[src/core/wcr_params.svh]
`ifndef WCR_PARAMS_SVH
`define WCR_PARAMS_SVH

// register offsets
`define WCR_ADDR_CHAN_ALERT_EN 8'h34
`define WCR_ADDR_BLOCK_EN 8'h37
`define WCR_ADDR_CH0_HI_BOT 8'h38
`define WCR_ADDR_CH0_HI_TOP 8'h39
`define WCR_ADDR_CH0_LO_BOT 8'h3A
`define WCR_ADDR_CH0_LO_TOP 8'h3B
`define WCR_ADDR_CH1_HI_BOT 8'h3C
`define WCR_ADDR_CH1_HI_TOP 8'h3D
`define WCR_ADDR_CH1_LO_BOT 8'h3E
`define WCR_ADDR_CH1_LO_TOP 8'h3F
`define WCR_ADDR_CH0_HYS 8'h40
`define WCR_ADDR_CH1_HYS 8'h41

// field positions
`define WCR_BIT_FIRST_ALERT 0
`define WCR_BIT_SECOND_ALERT 1
`define WCR_BIT_BLOCK_ON 0
`define WCR_TOP_MSB 3
`define WCR_HYS_MSB 5

// reset values
`define WCR_RST_ALERT_EN 2'h0
`define WCR_RST_BLOCK_EN 1'h0
`define WCR_RST_LIMIT_TOP 4'h0
`define WCR_RST_LIMIT_BOT 8'h00
`define WCR_RST_HYS 6'h00
`define WCR_RST_RDATA 8'h00

`endif

[src/core/wcr_pkg.sv]
`default_nettype none
package wcr_pkg;

    typedef logic [7:0] wcr_byte_t;
    typedef logic [11:0] wcr_limit_t;
    typedef logic [5:0] wcr_hys_t;

    // settings that one channel's comparators use
    typedef struct packed {
        logic alert_on;
        wcr_limit_t upper_limit;
        wcr_limit_t lower_limit;
        wcr_hys_t hysteresis;
    } wcr_chan_cfg_s;

    // one register access from the serial front end
    typedef struct packed {
        logic wr;
        logic rd;
        wcr_byte_t addr;
        wcr_byte_t wdata;
    } wcr_req_s;

endpackage

`default_nettype wire

[src/core/wcr_regs.sv]
// Overview of operation
// RQ1: bit 0 of alert enable register turns first channel alerts on or off.
// RQ2: bit 1 of alert enable register turns second channel alerts on or off.
// RQ3: both per-channel alert enables read zero after reset.
// RQ4: first channel upper limit is 12 bits: top nibble plus bottom byte.
// RQ5: first channel lower limit is 12 bits: top nibble plus bottom byte.
// RQ6: second channel upper limit is 12 bits: top nibble plus bottom byte.
// RQ7: second channel lower limit is 12 bits: top nibble plus bottom byte.
// RQ8: six-bit hysteresis in bits 5..0 serves both first channel comparators.
// RQ9: separate six-bit hysteresis serves both second channel comparators.
// RQ10: unused upper bits of these registers read zero and ignore writes.
// RQ11: one block enable bit gates the whole comparator, apart from alerts.
// RQ12: limits reset to zero; writing one half changes only that half.
`timescale 1ns/1ps
`default_nettype none
`include "wcr_params.svh"

module wcr_regs
    import wcr_pkg::*;
#(
    parameter int unsigned NUM_CH = 2,
    parameter int unsigned LIMIT_W = 12
) (
    // clock and reset
    input wire logic mclk,
    input wire logic arst_n,
    // register access from the serial front end
    input wire wcr_req_s reg_req,
    output logic [7:0] reg_rdata,
    output logic reg_rvalid,
    // configuration to the comparator
    output logic comparator_block_on,
    output wcr_chan_cfg_s first_channel,
    output wcr_chan_cfg_s second_channel
);

    // the field map below is fixed; other sizes are refused when built
    if (NUM_CH != 2 || LIMIT_W != 12) begin : gen_bad_config
        $error("wcr_regs serves two channels of 12-bit limits only");
    end

    // channel index 0 is the first channel, 1 the second
    logic [1:0] alert_on_ff;
    logic block_on_ff;
    logic [3:0] upper_limit_top_ff [2];
    logic [7:0] upper_limit_bottom_ff [2];
    logic [3:0] lower_limit_top_ff [2];
    logic [7:0] lower_limit_bottom_ff [2];
    logic [5:0] hysteresis_ff [2];
    logic [7:0] nxt_rdata;

    // zero-extend a top nibble to a register byte
    function automatic logic [7:0] top_byte(input logic [3:0] nib);
        top_byte = {4'h0, nib};
    endfunction

    // join halves into one limit
    function automatic wcr_limit_t join_limit(input logic [3:0] top,
                                             input logic [7:0] bot);
        join_limit = {top, bot};
    endfunction

    // per-channel enables; only the two low bits exist
    always_ff @(posedge mclk or negedge arst_n) begin
        if (!arst_n) begin
            alert_on_ff <= `WCR_RST_ALERT_EN; // see RQ3
        end else if (reg_req.wr &&
                     reg_req.addr == `WCR_ADDR_CHAN_ALERT_EN) begin
            alert_on_ff[0] <= reg_req.wdata[`WCR_BIT_FIRST_ALERT]; // see RQ1
            alert_on_ff[1] <= reg_req.wdata[`WCR_BIT_SECOND_ALERT]; // see RQ2
        end
    end

    // block enable, kept apart from the channel enables
    always_ff @(posedge mclk or negedge arst_n) begin
        if (!arst_n) begin
            block_on_ff <= `WCR_RST_BLOCK_EN;
        end else if (reg_req.wr && reg_req.addr == `WCR_ADDR_BLOCK_EN) begin
            block_on_ff <= reg_req.wdata[`WCR_BIT_BLOCK_ON]; // see RQ11
        end
    end

    // limits: each half has its own address so a write touches one half
    always_ff @(posedge mclk or negedge arst_n) begin
        if (!arst_n) begin
            for (int i = 0; i < 2; i++) begin
                upper_limit_top_ff[i] <= `WCR_RST_LIMIT_TOP; // see RQ12
                upper_limit_bottom_ff[i] <= `WCR_RST_LIMIT_BOT;
                lower_limit_top_ff[i] <= `WCR_RST_LIMIT_TOP;
                lower_limit_bottom_ff[i] <= `WCR_RST_LIMIT_BOT;
            end
        end else if (reg_req.wr) begin
            case (reg_req.addr)
                `WCR_ADDR_CH0_HI_BOT: begin
                    upper_limit_bottom_ff[0] <= reg_req.wdata; // see RQ4
                end
                `WCR_ADDR_CH0_HI_TOP: begin
                    // upper bits dropped on write, see RQ10
                    upper_limit_top_ff[0] <=
                        reg_req.wdata[`WCR_TOP_MSB:0]; // see RQ4
                end
                `WCR_ADDR_CH0_LO_BOT: begin
                    lower_limit_bottom_ff[0] <= reg_req.wdata; // see RQ5
                end
                `WCR_ADDR_CH0_LO_TOP: begin
                    lower_limit_top_ff[0] <=
                        reg_req.wdata[`WCR_TOP_MSB:0]; // see RQ5
                end
                `WCR_ADDR_CH1_HI_BOT: begin
                    upper_limit_bottom_ff[1] <= reg_req.wdata; // see RQ6
                end
                `WCR_ADDR_CH1_HI_TOP: begin
                    upper_limit_top_ff[1] <=
                        reg_req.wdata[`WCR_TOP_MSB:0]; // see RQ6
                end
                `WCR_ADDR_CH1_LO_BOT: begin
                    lower_limit_bottom_ff[1] <= reg_req.wdata; // see RQ7
                end
                `WCR_ADDR_CH1_LO_TOP: begin
                    lower_limit_top_ff[1] <=
                        reg_req.wdata[`WCR_TOP_MSB:0]; // see RQ7
                end
                default: begin
                end
            endcase
        end
    end

    // hysteresis, one per channel
    always_ff @(posedge mclk or negedge arst_n) begin
        if (!arst_n) begin
            hysteresis_ff[0] <= `WCR_RST_HYS;
            hysteresis_ff[1] <= `WCR_RST_HYS;
        end else if (reg_req.wr) begin
            if (reg_req.addr == `WCR_ADDR_CH0_HYS) begin
                hysteresis_ff[0] <= reg_req.wdata[`WCR_HYS_MSB:0]; // see RQ8
            end
            if (reg_req.addr == `WCR_ADDR_CH1_HYS) begin
                hysteresis_ff[1] <= reg_req.wdata[`WCR_HYS_MSB:0]; // see RQ9
            end
        end
    end

    // read mux; unmapped and reserved bits return zero
    always_comb begin
        case (reg_req.addr)
            `WCR_ADDR_CHAN_ALERT_EN: begin
                nxt_rdata = {6'h00, alert_on_ff}; // see RQ10
            end
            `WCR_ADDR_BLOCK_EN: begin
                nxt_rdata = {7'h00, block_on_ff};
            end
            `WCR_ADDR_CH0_HI_BOT: begin
                nxt_rdata = upper_limit_bottom_ff[0];
            end
            `WCR_ADDR_CH0_HI_TOP: begin
                nxt_rdata = top_byte(upper_limit_top_ff[0]); // see RQ10
            end
            `WCR_ADDR_CH0_LO_BOT: begin
                nxt_rdata = lower_limit_bottom_ff[0];
            end
            `WCR_ADDR_CH0_LO_TOP: begin
                nxt_rdata = top_byte(lower_limit_top_ff[0]);
            end
            `WCR_ADDR_CH1_HI_BOT: begin
                nxt_rdata = upper_limit_bottom_ff[1];
            end
            `WCR_ADDR_CH1_HI_TOP: begin
                nxt_rdata = top_byte(upper_limit_top_ff[1]);
            end
            `WCR_ADDR_CH1_LO_BOT: begin
                nxt_rdata = lower_limit_bottom_ff[1];
            end
            `WCR_ADDR_CH1_LO_TOP: begin
                nxt_rdata = top_byte(lower_limit_top_ff[1]);
            end
            `WCR_ADDR_CH0_HYS: begin
                nxt_rdata = {2'h0, hysteresis_ff[0]}; // see RQ10
            end
            `WCR_ADDR_CH1_HYS: begin
                nxt_rdata = {2'h0, hysteresis_ff[1]};
            end
            default: begin
                nxt_rdata = `WCR_RST_RDATA;
            end
        endcase
    end

    // registered read data keeps the serial shifter off a long mux path
    always_ff @(posedge mclk or negedge arst_n) begin
        if (!arst_n) begin
            reg_rdata <= `WCR_RST_RDATA;
            reg_rvalid <= 1'b0;
        end else begin
            reg_rvalid <= reg_req.rd;
            if (reg_req.rd) begin
                reg_rdata <= nxt_rdata;
            end
        end
    end

    // outputs straight from the stored fields
    assign comparator_block_on = block_on_ff; // see RQ11
    assign first_channel = '{
        alert_on: alert_on_ff[0],
        upper_limit: join_limit(upper_limit_top_ff[0],
                                upper_limit_bottom_ff[0]),
        lower_limit: join_limit(lower_limit_top_ff[0],
                                lower_limit_bottom_ff[0]),
        hysteresis: hysteresis_ff[0]
    };
    assign second_channel = '{
        alert_on: alert_on_ff[1],
        upper_limit: join_limit(upper_limit_top_ff[1],
                                upper_limit_bottom_ff[1]),
        lower_limit: join_limit(lower_limit_top_ff[1],
                                lower_limit_bottom_ff[1]),
        hysteresis: hysteresis_ff[1]
    };

endmodule

`default_nettype wire

[config.mk]
export PLATFORM = sky130hd
export DESIGN_NAME = wcr_regs
export DESIGN_NICKNAME = d
export VERILOG_FILES = /design/src/core/wcr_pkg.sv /design/src/core/wcr_regs.sv
export VERILOG_INCLUDE_DIRS = /design/src /design/src/core
export SDC_FILE = /design/constraint.sdc
export NUM_CORES = 1
export LEC_CHECK = 0
export ABC_AREA = 1
export BUFFER_PORTS_ARGS = -buffer_cell sky130_fd_sc_hd__buf_4
export CORE_ASPECT_RATIO = 1.5
export CORE_MARGIN = 1
export CORE_UTILIZATION = 40
export DETAILED_ROUTE_END_ITERATION = 8
export GPL_TIMING_DRIVEN = 0
export PLACE_DENSITY = 0.67
export SYNTH_ARGS = -nofsm -noshare
export SYNTH_HDL_FRONTEND = slang
export SYNTH_SLANG_ARGS = --single-unit
[constraint.sdc]
create_clock -name mclk -period 1.3 [get_ports mclk]
set_clock_uncertainty 0.2 [all_clocks]
set_input_delay 0 -clock mclk [delete_from_list [all_inputs] [get_ports mclk]]
set_output_delay 0 -clock mclk [all_outputs]
set_load 0.03 [all_outputs]
; Word level (Yosys, flattened, before mapping)
; Cells that the tools add are included.
[op_classes]
addsub = 0
multipliers = 0
div = 0
order_cmp = 0
eq_ne = 12
n_shift = 0
n_mux = 1
bitwise_logic = 0
n_reduce_logical = 12
[op_table]
columns = cell, n
row1 = $pmux W8 S12, 1
row2 = $eq A8 B6 Y1 const B, 10
row3 = $reduce_and A2 Y1, 10
row4 = $eq A8 B7 Y1 const B, 2
row5 = $logic_and A1 B1 Y1, 2
[word_totals]
register_bits = 72
latchBits = 0
ram_bits = 0
rom_bits = 0
inputBits = 20
output_inout_bits = 72
elab_cells = 39
n_memories = 0

; Longest topological paths before layout
[depth]
ltp_word = 2
depth_mapped = 11
ltp_nobuf = 11

; Worst setup path before layout
; OpenSTA, ideal clock, no wires.
[synth_path]
path_kind = reg2reg
from = register lower_limit_top_ff, in the netlist second_channel[16]
to = register reg_rdata[2]
setup_time_ns = 0.117
t_arrival_ns = 0.904
required_ns = 0.983
path_slack_ns = 0.080
path_stages_with_launch = 7
n_path_buf = 0
synth_period_minus_slack_ns = 1.220
cell_sequence = dfrtp_1 nand3_1 nand2_1 nor2_1 nand3b_1 nand2_1 nand2_1
[synth_between]
elab_chain_cells = 1
[synth_rtl]
columns = element, line_no
row1 = from (decl), wcr_regs.sv:47  ; logic [3:0] lower_limit_top_ff [2];
row2 = "from (signal, indexed assignment)", wcr_regs.sv:89  ; lower_limit_top_ff[i] <= `WCR_RST_LIMIT_TOP;
row3 = $pmux W8 S12, wcr_regs.sv:146  ; case (reg_req.addr)
row4 = to (signal assigned), wcr_regs.sv:192  ; reg_rdata <= `WCR_RST_RDATA;
row5 = to (signal assigned), wcr_regs.sv:197  ; reg_rdata <= nxt_rdata;
row6 = to (decl), wcr_regs.sv:29  ; output logic [7:0] reg_rdata,
; No other way between the ends.
; A chain may end at the register's enable or synchronous reset.

; Worst setup path in the final report
[layout_path]
from = register upper_limit_bottom_ff, in the netlist second_channel[20]
to = output port second_channel[20] (netlist bit)
[layout_lines]
columns = element, line_no
row1 = from (decl), wcr_regs.sv:46  ; logic [7:0] upper_limit_bottom_ff [2];
row2 = "from (signal, indexed assignment)", wcr_regs.sv:88  ; upper_limit_bottom_ff[i] <= `WCR_RST_LIMIT_BOT;
row3 = to (decl), wcr_regs.sv:34  ; output wcr_chan_cfg_s second_channel
; No word-level cell between the ends.

==> flow_metrics.tcl <==
set metrics [dict create \
    synth_cells 411 \
    yosys.area.top_type_share 0.495 \
    grt_pass1_wl_um 16800 \
    finalCritPeriodShare 0.977 \
    crit_required_ns 1.10 \
    cp-end-kind "output pin" \
    yosysMostFrequentCell "nand2_1" \
    drc 0 \
    grt_antenna_before_repair 0 \
    hold_class "in -> reg" \
    crit_type "reg -> out" \
    synth_area_per_cell_um2 8.85 \
    ctsRootBufferMaster "clkbuf_16" \
    num_vias 3343 \
    synthArstFlopShare 1.00 \
    wire_per_inst_um 16.2 \
    coreArea_mm2 0.00883 \
    place_area_mm2 0.00446 \
    maxSlewHeadroom 0.473 \
    io_pins 92 \
    row_count 42 \
    stdcell_count 648 \
    drv_cap 0 \
    dieArea_mm2 0.00949 \
    ys_warn_count 0 \
    cts.sinks 72 \
    grt_max_degree 73 \
    drt_iter0_markers 194 \
    violations "hold timing" \
    cp-startpoint "second_channel[20]" \
    grt_pass1_vias 3305 \
    detail_route.vias_per_cell 5.16 \
    start_util 0.412 \
    cts_tree "yes" \
    synth_nets 431 \
    clk-insertion-delay-late_ns 0.34 \
    syn_area_mm2 0.00364 \
    hold_ws_ns -0.0698 \
    min_period_ns 1.27 \
    layout-drive-gt1-share 0.368 \
    tightest_slew_ns 0.791 \
    yosysTopAreaCell "dfrtp_1" \
    r2r-start "second_channel[8]" \
    portBuffers 91 \
    synth_edf_count 0 \
    crit_path_start_kind "flop" \
    drt_wl_total_um 10500 \
    first_pass_iters 4 \
    ant_nets 0 \
    p_per_area_mw_per_mm2 1180 \
    ir_drop_uv 757 \
    setup-violations-final 0 \
    hold_start "reg_req[15]" \
    synthTopCellsByCount "125 x nand2_1, 72 x dfrtp_1, 60 x nand3_1, 29 x o21ai_0, 24 x o21ai_2" \
    p_leak_nw 2.56 \
    worst_ep_arrival_time_ns 1.07 \
    nets 554 \
    yosysSeqAreaShare 0.495 \
    final_max_slew_viol_count 0 \
    power_mw 5.91 \
    synth-seq-cells 72 \
    die_h_um 119 \
    run_status "finished, violations left" \
    timing.fmax_mhz 787 \
    fin_util 0.566 \
    synth_cell_types 24 \
    fin_area_mm2 0.00500 \
    clk_pin_slew_ns 0.05 \
    hpwl_um 7640 \
    place_inst 612 \
    diodes 0 \
    fp.dieW_um 79.9 \
    grt_usage 0.238 \
    netlist_top_cells_area "dfrtp_1 50%, nand2_1 13%, nand3_1 8.3%" \
    synth_ff_type "dfrtp_1" \
    path_max_fanout 3 \
    gp_congestion 0.878 \
    hold_buffers 12 \
    rrSetupSlack_ns 0.07 \
    hold_viol 10 \
    syn2layout_area_growth_pct 37.4 \
    cts_buffers 9 \
    ctsLongestPathBuffers 2 \
    htree_levels 3 \
    overflow 0 \
]
power breakdown:
group / leakage (nW) / switching (mW) / internal (mW)
clock network: 0.159 / 0.886 / 1.77
registers: 0.987 / 0.103 / 2.35
logic: 1.41 / 0.516 / 0.294
total: 2.56 / 1.50 / 4.41
final timing paths:
path                                            end  cells after the start
max in group asynchronous       comparator_block_on                      2
worst min register to register         reg_rdata[3]                      2
min in group asynchronous         second_channel[0]                      2
worst max register to register         reg_rdata[2]                      6
worst max-delay path             second_channel[20]                      2
worst min-delay path               first_channel[0]                      7
critical path: stages, from the launching register on:
cell and delay [ns]:
dfrtp_1 0.42, buf_4 0.16, buf_4 0.16
registers in the layout, indices dropped and copies added (netlist names):
name,cells
comparator_block_on,1
alert_on_ff,2
reg_rvalid,1
reg_rdata,8
first_channel,30
second_channel,30
metal layers:
layer	wire [um]	track usage
met5	0	0
met4	315	0.121
met3	559	0.0386
met2	5490	0.396
met1	4170	0.292
per-stage QoR:
step | setup TNS (ns) | setup slack (ns)
floorplan | 0 | 0.0796
global placement | -4.03 | -0.144
detailed placement | -5.88 | -0.151
CTS | 0 | 0.0551
global route | -0.0158 | -0.0158
finish | 0 | 0.0298
repair_timing:
action,in CTS,in global routing
setup endpoints to repair,0,78
setup buffers,0,10
endpoints found under the hold margin,129,1
gates resized for setup,0,9
logic make-up (layout without fill, tap and decap cells):
family,Yosys count,in the layout,share of synthesized area
flip-flops,72,72,0.495
AO/OA/AOI/OAI,64,64,0.116
AND/OR/NAND/NOR,236,236,0.323
buffers and inverters,39,166,0.0657
final cells by class:
cell class                 instances  area, um^2
multi-input combinational        300        1620
sequential                        72        1800
clock inverter                     3        65.1
timing repair buffer             112         872
buffer                            16         153
inverter                          23        86.3
clock buffer                      12         256
fill                             829        3830
tap                              110         138
cells in the final DEF (no fill, tap or decap), types with 9 or more instances in the layout:
| master | n |
|---|---|
| nand2_1 | 124 |
| buf_4 | 100 |
| dfrtp_1 | 72 |
| nand3_1 | 58 |
| o21ai_0 | 29 |
| o21ai_2 | 24 |
| inv_1 | 17 |
| nand2_2 | 11 |
| nor2_1 | 11 |
| dlygate4sd3_1 | 11 |
| nor2_2 | 10 |
| buf_6 | 10 |
| clkbuf_16 | 9 |
Note: power is estimated with default switching activity, not from simulation.
